==> config.mk <==
export PLATFORM = sky130hd
export DESIGN_NAME = cmrd_ctl
export DESIGN_NICKNAME = d
export VERILOG_FILES = /design/src/inc/cmrd_pkg.sv /design/src/core/cmrd_ctl.sv /design/src/core/cmrd_cm_route.sv /design/src/core/cmrd_ref_route.sv
export SDC_FILE = /design/constraint.sdc
export NUM_CORES = 1
export LEC_CHECK = 0
export BUFFER_PORTS_ARGS = -buffer_cell sky130_fd_sc_hd__buf_2
export CORE_MARGIN = 2
export CORE_UTILIZATION = 46
export DETAILED_ROUTE_END_ITERATION = 12
export HOLD_SLACK_MARGIN = 0.02
export PLACE_DENSITY = 0.75
export SKIP_LAST_GASP = 1
export SLEW_MARGIN = 20
export SYNTH_ARGS = -nofsm -noshare
export SYNTH_HDL_FRONTEND = slang
export SYNTH_SLANG_ARGS = --single-unit
==> constraint.sdc <==
create_clock -name clock_i -period 3.1 [get_ports clock_i]
set_clock_uncertainty 0.15 [all_clocks]
set_input_delay 0.155 -clock clock_i [delete_from_list [all_inputs] [get_ports clock_i]]
set_output_delay 0.155 -clock clock_i [all_outputs]
set_load 0.02 [all_outputs]
==> src/inc/cmrd_pkg.sv <==
// Purpose: shared constants and types of the common-mode / reference / shield drive control block
// Assumes: one 24-bit control word at a fixed register index, plain strobe bus
// Notes: all field positions and the control word reset value live here; the output flop reset values are literals in cmrd_ctl
package cmrd_pkg;

  // ==========================================================
  // bus geometry and addresses
  localparam int ADDR_W = 6;
  localparam int DATA_W = 24;
  localparam logic [ADDR_W-1:0] CTRL_ADDR = 6'h05;
  localparam logic [ADDR_W-1:0] STAT_ADDR = 6'h3F;

  // ==========================================================
  // control word layout
  localparam logic [DATA_W-1:0] CTRL_RESET = 24'hE0_0000;
  localparam logic [DATA_W-1:0] CTRL_WR_MASK = 24'hF8_7FFF;
  localparam int CM_SEL_LSB = 19;
  localparam int CM_SEL_W = 5;
  localparam int SUM_LSB = 9;
  localparam int SUM_W = 6;
  localparam int CE_EN_BIT = 8;
  localparam int REF_SEL_LSB = 4;
  localparam int REF_SEL_W = 4;
  localparam int CM_DRV_BIT = 3;
  localparam int EXT_CM_BIT = 2;
  localparam int RLD_EN_BIT = 1;
  localparam int SHLD_EN_BIT = 0;

  // ==========================================================
  // reference drive codes
  localparam logic [3:0] REF_DEDICATED = 4'h0;
  localparam logic [3:0] REF_LAST_ELECTRODE = 4'h5;
  localparam int REF_TARGETS = 6;

  // ==========================================================
  // status word layout
  localparam int ST_SRC_LSB = 0;
  localparam int ST_COUNT_LSB = 2;
  localparam int ST_REF_RSVD_BIT = 5;
  localparam int ST_STALE_SUM_BIT = 6;
  localparam int ST_RSVD_SEEN_BIT = 7;
  localparam int ST_UNMAPPED_BIT = 8;

  typedef enum logic [1:0] {
    CMRD_SRC_INTERNAL_REF,
    CMRD_SRC_SINGLE,
    CMRD_SRC_AVERAGE,
    CMRD_SRC_EXTERNAL
  } cmrd_cm_src_t;

  function automatic logic [2:0] cmrd_count_ones(input logic [CM_SEL_W-1:0] bits);
    logic [2:0] n;
    n = 3'h0;
    for (int i = 0; i < CM_SEL_W; i++) begin
      n = n + {2'b00, bits[i]};
    end
    return n;
  endfunction : cmrd_count_ones

endpackage : cmrd_pkg

==> src/core/cmrd_ctl.sv <==
// Purpose: control register of the common-mode, reference drive, common electrode and shield drive
// Assumes: single clock, plain strobe register port, read data one cycle after the read strobe
// Notes: every switch and enable output is a flip-flop loaded from the decode of the next control word
//
// Contract
// - five electrode select bits each decide independently whether that electrode joins the averaged common mode.
// - while the external common-mode source is selected the five electrode select bits are ignored.
// - with exactly one electrode selected the common mode is that electrode alone.
// - with no electrode selected the internal fixed reference becomes the common mode.
// - six switch bits connect LA, LL, RA, V1, V2 and the common electrode to the leg drive summing junction.
// - turning the leg drive off does not open the summing switches; software clears them itself.
// - one bit enables the common electrode reference and resets to off.
// - the four-bit drive select maps 0 to the dedicated output, 1 to 5 to LA, LL, RA, V1, V2; 6 to 15 are reserved.
// - the common-mode output bit drives the derived common mode onto its pin, without effect when external is chosen.
// - the source bit selects the external common mode and opens the five common-mode electrode switches; reset picks internal.
// - the leg drive enable bit turns the reference electrode drive on and resets to off.
// - the shield drive enable bit turns the shield driver on and resets to off.
// - the control word sits at register 0x05 and resets to 0xE00000.
`timescale 1ns/1ns
module cmrd_ctl #(
  parameter int ADDR_W = cmrd_pkg::ADDR_W
) (
  input wire logic clock_i,
  input wire logic nrst_i,
  input wire logic [ADDR_W-1:0] addr_i,
  input wire logic [23:0] wdata_i,
  input wire logic wr_i,
  input wire logic rd_i,
  output logic [23:0] rdata_o,
  output logic left_arm_cm_select_o,
  output logic left_leg_cm_select_o,
  output logic right_arm_cm_select_o,
  output logic chest1_cm_select_o,
  output logic chest2_cm_select_o,
  output logic internal_cm_reference_o,
  output logic common_mode_single_o,
  output logic common_mode_average_o,
  output logic external_cm_source_select_o,
  output logic cm_output_drive_o,
  output logic left_arm_drive_sum_switch_o,
  output logic left_leg_drive_sum_switch_o,
  output logic right_arm_drive_sum_switch_o,
  output logic chest1_drive_sum_switch_o,
  output logic chest2_drive_sum_switch_o,
  output logic common_electrode_drive_sum_switch_o,
  output logic common_electrode_ref_enable_o,
  output logic [5:0] reference_drive_target_o,
  output logic reference_drive_reserved_o,
  output logic leg_drive_enable_o,
  output logic shield_driver_enable_o
);

  // ==========================================================
  // elaboration checks
  if (ADDR_W < cmrd_pkg::ADDR_W) begin : g_addr_check
    $error("address width too small for the register map");
  end

  // ==========================================================
  // declarations
  logic [23:0] ctrl;
  logic [23:0] next_ctrl;
  logic ctrl_hit;
  logic stat_hit;
  logic wr_ctrl;
  logic rd_ctrl;
  logic rd_stat;
  logic unmapped;
  logic [4:0] next_cm_sel;
  logic [4:0] next_cm_switch;
  cmrd_pkg::cmrd_cm_src_t next_cm_src;
  cmrd_pkg::cmrd_cm_src_t cm_src;
  logic [2:0] next_cm_count;
  logic [2:0] cm_count;
  logic next_cm_pin_drive;
  logic [5:0] next_ref_target;
  logic next_ref_reserved;
  logic [5:0] next_sum_switch;
  logic stale_sum;
  logic rsvd_seen;
  logic unmapped_seen;
  logic [23:0] stat_word;

  // ==========================================================
  // address decode
  assign ctrl_hit = (addr_i == ADDR_W'(cmrd_pkg::CTRL_ADDR));
  assign stat_hit = (addr_i == ADDR_W'(cmrd_pkg::STAT_ADDR));
  assign wr_ctrl = wr_i & ctrl_hit;
  assign rd_ctrl = rd_i & ctrl_hit;
  assign rd_stat = rd_i & stat_hit;
  // status is read-only, so a write to it counts as unmapped too
  assign unmapped = (wr_i & ~ctrl_hit) | (rd_i & ~ctrl_hit & ~stat_hit);

  // ==========================================================
  // control word
  // reserved bits are forced to zero on the way in so they read back zero
  always_comb begin
    next_ctrl = ctrl;
    if (wr_ctrl) begin
      next_ctrl = wdata_i & cmrd_pkg::CTRL_WR_MASK;
    end
  end

  always_ff @(posedge clock_i or negedge nrst_i) begin
    if (!nrst_i) begin
      ctrl <= cmrd_pkg::CTRL_RESET;
    end else begin
      ctrl <= next_ctrl;
    end
  end

  // ==========================================================
  // decode of the next control word
  // decoding the next word rather than the stored one lets every output
  // switch on the same edge as the register, so no mixed state is seen
  assign next_cm_sel = next_ctrl[cmrd_pkg::CM_SEL_LSB +: cmrd_pkg::CM_SEL_W];
  assign next_sum_switch = next_ctrl[cmrd_pkg::SUM_LSB +: cmrd_pkg::SUM_W];

  cmrd_cm_route u_cm_route (
    .cm_sel_i(next_cm_sel),
    .ext_sel_i(next_ctrl[cmrd_pkg::EXT_CM_BIT]),
    .cm_drive_i(next_ctrl[cmrd_pkg::CM_DRV_BIT]),
    .cm_switch_o(next_cm_switch),
    .cm_src_o(next_cm_src),
    .cm_count_o(next_cm_count),
    .cm_pin_drive_o(next_cm_pin_drive)
  );

  cmrd_ref_route u_ref_route (
    .ref_code_i(next_ctrl[cmrd_pkg::REF_SEL_LSB +: cmrd_pkg::REF_SEL_W]),
    .ref_target_o(next_ref_target),
    .ref_reserved_o(next_ref_reserved)
  );

  // ==========================================================
  // common-mode electrode switches
  always_ff @(posedge clock_i or negedge nrst_i) begin
    if (!nrst_i) begin
      left_arm_cm_select_o <= 1'b1;
      left_leg_cm_select_o <= 1'b1;
      right_arm_cm_select_o <= 1'b1;
      chest1_cm_select_o <= 1'b0;
      chest2_cm_select_o <= 1'b0;
    end else begin
      left_arm_cm_select_o <= next_cm_switch[4];
      left_leg_cm_select_o <= next_cm_switch[3];
      right_arm_cm_select_o <= next_cm_switch[2];
      chest1_cm_select_o <= next_cm_switch[1];
      chest2_cm_select_o <= next_cm_switch[0];
    end
  end

  // ==========================================================
  // common-mode source
  always_ff @(posedge clock_i or negedge nrst_i) begin
    if (!nrst_i) begin
      cm_src <= cmrd_pkg::CMRD_SRC_AVERAGE;
      cm_count <= 3'h3;
    end else begin
      cm_src <= next_cm_src;
      cm_count <= next_cm_count;
    end
  end

  always_ff @(posedge clock_i or negedge nrst_i) begin
    if (!nrst_i) begin
      internal_cm_reference_o <= 1'b0;
      common_mode_single_o <= 1'b0;
      common_mode_average_o <= 1'b1;
      external_cm_source_select_o <= 1'b0;
    end else begin
      internal_cm_reference_o <= (next_cm_src == cmrd_pkg::CMRD_SRC_INTERNAL_REF);
      common_mode_single_o <= (next_cm_src == cmrd_pkg::CMRD_SRC_SINGLE);
      common_mode_average_o <= (next_cm_src == cmrd_pkg::CMRD_SRC_AVERAGE);
      external_cm_source_select_o <= next_ctrl[cmrd_pkg::EXT_CM_BIT];
    end
  end

  // ==========================================================
  // common-mode pin drive
  always_ff @(posedge clock_i or negedge nrst_i) begin
    if (!nrst_i) begin
      cm_output_drive_o <= 1'b0;
    end else begin
      cm_output_drive_o <= next_cm_pin_drive;
    end
  end

  // ==========================================================
  // leg drive summing junction
  // the leg drive enable deliberately does not gate these switches;
  // a disabled amplifier with closed switches is legal and flagged below
  always_ff @(posedge clock_i or negedge nrst_i) begin
    if (!nrst_i) begin
      left_arm_drive_sum_switch_o <= 1'b0;
      left_leg_drive_sum_switch_o <= 1'b0;
      right_arm_drive_sum_switch_o <= 1'b0;
      chest1_drive_sum_switch_o <= 1'b0;
      chest2_drive_sum_switch_o <= 1'b0;
      common_electrode_drive_sum_switch_o <= 1'b0;
    end else begin
      left_arm_drive_sum_switch_o <= next_sum_switch[5];
      left_leg_drive_sum_switch_o <= next_sum_switch[4];
      right_arm_drive_sum_switch_o <= next_sum_switch[3];
      chest1_drive_sum_switch_o <= next_sum_switch[2];
      chest2_drive_sum_switch_o <= next_sum_switch[1];
      common_electrode_drive_sum_switch_o <= next_sum_switch[0];
    end
  end

  // ==========================================================
  // common electrode reference
  always_ff @(posedge clock_i or negedge nrst_i) begin
    if (!nrst_i) begin
      common_electrode_ref_enable_o <= 1'b0;
    end else begin
      common_electrode_ref_enable_o <= next_ctrl[cmrd_pkg::CE_EN_BIT];
    end
  end

  // ==========================================================
  // reference drive electrode
  // a reserved code leaves every target off rather than guessing one
  always_ff @(posedge clock_i or negedge nrst_i) begin
    if (!nrst_i) begin
      reference_drive_target_o <= 6'h01;
      reference_drive_reserved_o <= 1'b0;
    end else begin
      reference_drive_target_o <= next_ref_target;
      reference_drive_reserved_o <= next_ref_reserved;
    end
  end

  // ==========================================================
  // leg drive and shield enables
  always_ff @(posedge clock_i or negedge nrst_i) begin
    if (!nrst_i) begin
      leg_drive_enable_o <= 1'b0;
      shield_driver_enable_o <= 1'b0;
    end else begin
      leg_drive_enable_o <= next_ctrl[cmrd_pkg::RLD_EN_BIT];
      shield_driver_enable_o <= next_ctrl[cmrd_pkg::SHLD_EN_BIT];
    end
  end

  // ==========================================================
  // status flags
  // summing switches left closed while the leg drive is off: a reminder
  // for software, which must open them itself
  always_ff @(posedge clock_i or negedge nrst_i) begin
    if (!nrst_i) begin
      stale_sum <= 1'b0;
    end else begin
      stale_sum <= ~next_ctrl[cmrd_pkg::RLD_EN_BIT] & (|next_sum_switch);
    end
  end

  // sticky flags clear on a status read; a new event in that cycle wins
  always_ff @(posedge clock_i or negedge nrst_i) begin
    if (!nrst_i) begin
      rsvd_seen <= 1'b0;
    end else if (wr_ctrl && next_ref_reserved) begin
      rsvd_seen <= 1'b1;
    end else if (rd_stat) begin
      rsvd_seen <= 1'b0;
    end
  end

  always_ff @(posedge clock_i or negedge nrst_i) begin
    if (!nrst_i) begin
      unmapped_seen <= 1'b0;
    end else if (unmapped) begin
      unmapped_seen <= 1'b1;
    end else if (rd_stat) begin
      unmapped_seen <= 1'b0;
    end
  end

  always_comb begin
    stat_word = 24'h00_0000;
    stat_word[cmrd_pkg::ST_SRC_LSB +: 2] = cm_src;
    stat_word[cmrd_pkg::ST_COUNT_LSB +: 3] = cm_count;
    stat_word[cmrd_pkg::ST_REF_RSVD_BIT] = reference_drive_reserved_o;
    stat_word[cmrd_pkg::ST_STALE_SUM_BIT] = stale_sum;
    stat_word[cmrd_pkg::ST_RSVD_SEEN_BIT] = rsvd_seen;
    stat_word[cmrd_pkg::ST_UNMAPPED_BIT] = unmapped_seen;
  end

  // ==========================================================
  // read data
  // data stand only in the cycle after the strobe; idle and unmapped read zero
  always_ff @(posedge clock_i or negedge nrst_i) begin
    if (!nrst_i) begin
      rdata_o <= 24'h00_0000;
    end else if (rd_ctrl) begin
      rdata_o <= ctrl;
    end else if (rd_stat) begin
      rdata_o <= stat_word;
    end else begin
      rdata_o <= 24'h00_0000;
    end
  end

endmodule : cmrd_ctl

==> src/core/cmrd_cm_route.sv <==
// Purpose: decode of the common-mode electrode selection and source
// Assumes: purely combinational, caller registers the results
// Notes: external source opens every internal common-mode switch
`timescale 1ns/1ns
module cmrd_cm_route (
  input wire logic [4:0] cm_sel_i,
  input wire logic ext_sel_i,
  input wire logic cm_drive_i,
  output logic [4:0] cm_switch_o,
  output cmrd_pkg::cmrd_cm_src_t cm_src_o,
  output logic [2:0] cm_count_o,
  output logic cm_pin_drive_o
);

  // ==========================================================
  // source and switch decode
  always_comb begin
    cm_count_o = cmrd_pkg::cmrd_count_ones(cm_sel_i);
    if (ext_sel_i) begin
      cm_switch_o = 5'h00;
      cm_src_o = cmrd_pkg::CMRD_SRC_EXTERNAL;
      cm_pin_drive_o = 1'b0;
    end else begin
      cm_switch_o = cm_sel_i;
      cm_pin_drive_o = cm_drive_i;
      unique case (cm_count_o)
        3'h0: cm_src_o = cmrd_pkg::CMRD_SRC_INTERNAL_REF;
        3'h1: cm_src_o = cmrd_pkg::CMRD_SRC_SINGLE;
        default: cm_src_o = cmrd_pkg::CMRD_SRC_AVERAGE;
      endcase
    end
  end

endmodule : cmrd_cm_route

==> src/core/cmrd_ref_route.sv <==
// Purpose: decode of the reference drive electrode select code
// Assumes: purely combinational, caller registers the results
// Notes: bit 0 of the one-hot is the dedicated drive output
`timescale 1ns/1ns
module cmrd_ref_route (
  input wire logic [3:0] ref_code_i,
  output logic [5:0] ref_target_o,
  output logic ref_reserved_o
);

  // ==========================================================
  // one-hot decode; reserved codes select nothing
  always_comb begin
    ref_target_o = 6'h00;
    ref_reserved_o = 1'b0;
    if (ref_code_i <= cmrd_pkg::REF_LAST_ELECTRODE) begin
      ref_target_o[ref_code_i[2:0]] = 1'b1;
    end else begin
      ref_reserved_o = 1'b1;
    end
  end

endmodule : cmrd_ref_route

==> impl_metrics.ini <==
[outcome]
outcome = complete, no violations

[clocking]
cts_post_setup_buffers_inserted = 0
htreeDepth = 3
clk_latency_ns = 0.34
clockBufferDepth = 2
cts.sinks = 64
root_buffer = clkbuf_8
cts_tree = built
clk_pin_slew_ns = 0.07
cts_buffers = 9

[final_layout]
nets = 360
drive_gt1_frac = 0.422
diodes = 0
regArea_um2 = 1620
fillers = 484
stdcell_area_um2 = 3680
multi_input_comb_area_um2 = 1080
synthToLayoutAreaGrowth_pct = 32.3
instances_no_fill = 402
post-route-util = 0.625

[global_routing]
grt_overflow = 0
grtUsageTotal = 0.210
grt_max_degree = 37
grt_pass1_vias = 2104
antenna_found_initial = 0
grt_pass1_wl_um = 10300

[logic_synthesis]
syn_area_um2 = 2780
netlist_instances = 221
ys_types = 42
synthTopCellsByArea = dfrtp_1, dfstp_2, nand3_1, mux2_2, mux2_1
synth-seq-area-share = 0.581
synth_top_cell_by_area = dfrtp_1
synth_top_area_share = 0.477
ys_seq_elements = 64
yosysWarnings = 0
postSynthAreaPerCell_um2 = 12.6

[floorplanning]
die_area_um2 = 6680
start_util = 0.472
die_y_um = 81.7
die_w_um = 81.7
io_pins = 84
rows = 28
core_um2 = 5890

[routing]
postRouteAntennaNets = 0
drt_iter0_markers = 137
routed_wl_um = 6510
num_vias = 2151
avgViaCountPerCell = 5.35
route.detailed.drc = 0
drt-wirelength-per-cell_um = 16.2
dr.pass1.iters = 4

[setup_path]
crit_buf_inv = 4
worst-setup-path-type = primary input to flop
crit_path_end_kind = flop
cp_common_cell = fa_1
crit_arrival_ns = 3.13
slowest_delay_ns = 0.55
crit_slowest_cell = dlygate4sd3_1
cp_top_family = adder cells
ff2ff_setup_slack_ns = 0.17
start_kind = primary input
worstPathRequired_ns = 3.20
crit_chain = dlygate4sd3_1, buf_2, mux2_2, ha_4, inv_2, fa_1, inv_1, ha_2, fa_1, or3_1, a211oi_2
cp_max_fo = 3

[placed_design]
hpwl_um = 4340
place_area_um2 = 3250
gp_congestion = 0.811
preCtsSetupSlack_ns = -0.210
port_buffers = 75
dp.cells = 365

[timing]
rsz0062_at_grt = false
tightest_slew_ns = 0.806
hold_viol = 0
period_minus_slack_ns = 3.03
fin_ws_ns = 0.0725
setup_viol = 0
slew_headroom = 0.463
fmax_mhz = 330
finalCritPeriodShare = 0.977
slew_viol_final = 0

[worst_hold_path]
min_path_type = primary input to flop

[run]
cap_violations = 0

[pwr]
p_leak_nw = 1.89
ir_drop_mv = 0.292
pwr_density_cell_nw_per_um2 = 581
-- worst register-to-register path, stage by stage, from the launching register on --
cell	delay [ns]
dfrtp_1	0.43
mux2_4	0.31
ha_4	0.26
inv_2	0.03
fa_1	0.48
inv_1	0.05
ha_2	0.17
fa_1	0.50
or3_1	0.34
a211oi_2	0.15
-- cell families (layout without fill, tap and decap cells) --
family | after synthesis | count (layout) | synth area share
simple gates | 73 | 73 | 0.162
buf+inv | 22 | 125 | 0.0463
flops | 64 | 64 | 0.581
mux | 26 | 26 | 0.103
compound gates | 31 | 31 | 0.0828
fa+ha+maj | 4 | 4 | 0.0234
other cells | 1 | 4 | 0.00135
-- routing by layer --
layer  wire length (um)  global-route usage
met5                  0                   0
met4                157               0.117
met3                288              0.0330
met2               3310               0.350
met1               2750               0.260
-- cell usage in the layout (no fill, tap or decap), types with 2 or more instances in the layout --
master	count
a211oi_2	2
a21boi_0	9
a21oi_1	5
a31o_2	6
and2_1	3
and3_1	11
and4b_1	6
buf_2	75
buf_4	8
clkbuf_8	12
clkinv_2	2
conb_1	4
dfrtp_1	53
dfstp_2	11
dlygate4sd3_1	21
fa_1	2
inv_1	3
mux2_1	8
mux2_2	11
mux2i_1	6
nand2_1	4
nand3_1	25
nand3b_1	3
nor2_1	6
nor3_1	2
nor4_1	2
nor4b_1	2
o21ai_0	3
-- synthesized netlist by cell type --
master and n:
and4_1 1, nor4_1 2, a221o_1 1, ha_1 2, buf_2 1, o2bb2ai_1 1, and3_4 1, and3_1 11
inv_1 4, dfrtp_1 53, nand2_1 4, nand4b_1 1, nand3b_1 3, a21o_1 1, buf_4 8, buf_6 2
mux2i_1 6, a2111o_1 1, and2_1 3, buf_1 1, mux2_2 11, clkbuf_1 6, nor4b_1 2, a21oi_1 5
conb_1 1, o21ai_0 3, and4b_1 6, nand3_1 25, nand2_2 1, or3_1 1, a21boi_0 9, nor2_1 7
nand2b_1 1, a32o_1 1, a31o_2 6, nor3_1 2, mux2_1 9, fa_1 2, dfstp_2 11, nor4_4 1
or2_2 1, a211oi_1 3
-- per-stage QoR --
stage | TNS, ns | power, mW | hold WS [ns]
after floorplan | -0.787 | 1.23 | -0.291
after global placement | -0.333 | 1.37 | 0.134
after detailed placement | -0.553 | 1.38 | 0.145
after CTS | 0 | 2.15 | 0.0512
after global routing | 0 | 2.24 | 0.0742
final | 0 | 2.14 | 0.0637
-- power breakdown --
part	internal (mW)	switching, mW
Clock	0.435	0.301
Combinational	0.171	0.226
Sequential	0.945	0.0588
-- final timing paths --
check,startpoint,end,depth (start not counted)
min in group asynchronous,nrst_i,chest1_cm_select_o,2
max reg2reg,ctrl[20],internal_cm_reference_o,9
min,wr_i,unmapped_seen,3
max in group asynchronous,nrst_i,left_arm_cm_select_o,3
max,wdata_i[19],internal_cm_reference_o,11
min reg2reg,rsvd_seen,rsvd_seen,1
-- flip-flops by register name (all words and copies together), names as in the netlist, 2 cells and up --
signal                    cells
cm_count                      3
cm_src                        2
reference_drive_target_o      6
rdata_o                      20
ctrl                         20
-- timing repair --
action,CTS,global route
hold buffers,21,0
endpoints found under the hold margin,50,0
resized for setup,0,3
endpoints found under the setup margin,0,2
-- cell type report --
class | count | share of cell area
clock buffers | 13 | 0.0459
multi-input cells | 138 | 0.293
repair buffers | 105 | 0.181
well taps | 75 | 0.0255
inverters | 4 | 0.00408
flip-flops and latches | 64 | 0.439
clock inverters | 3 | 0.0109
No activity file was read; power rests on OpenSTA's default activity.
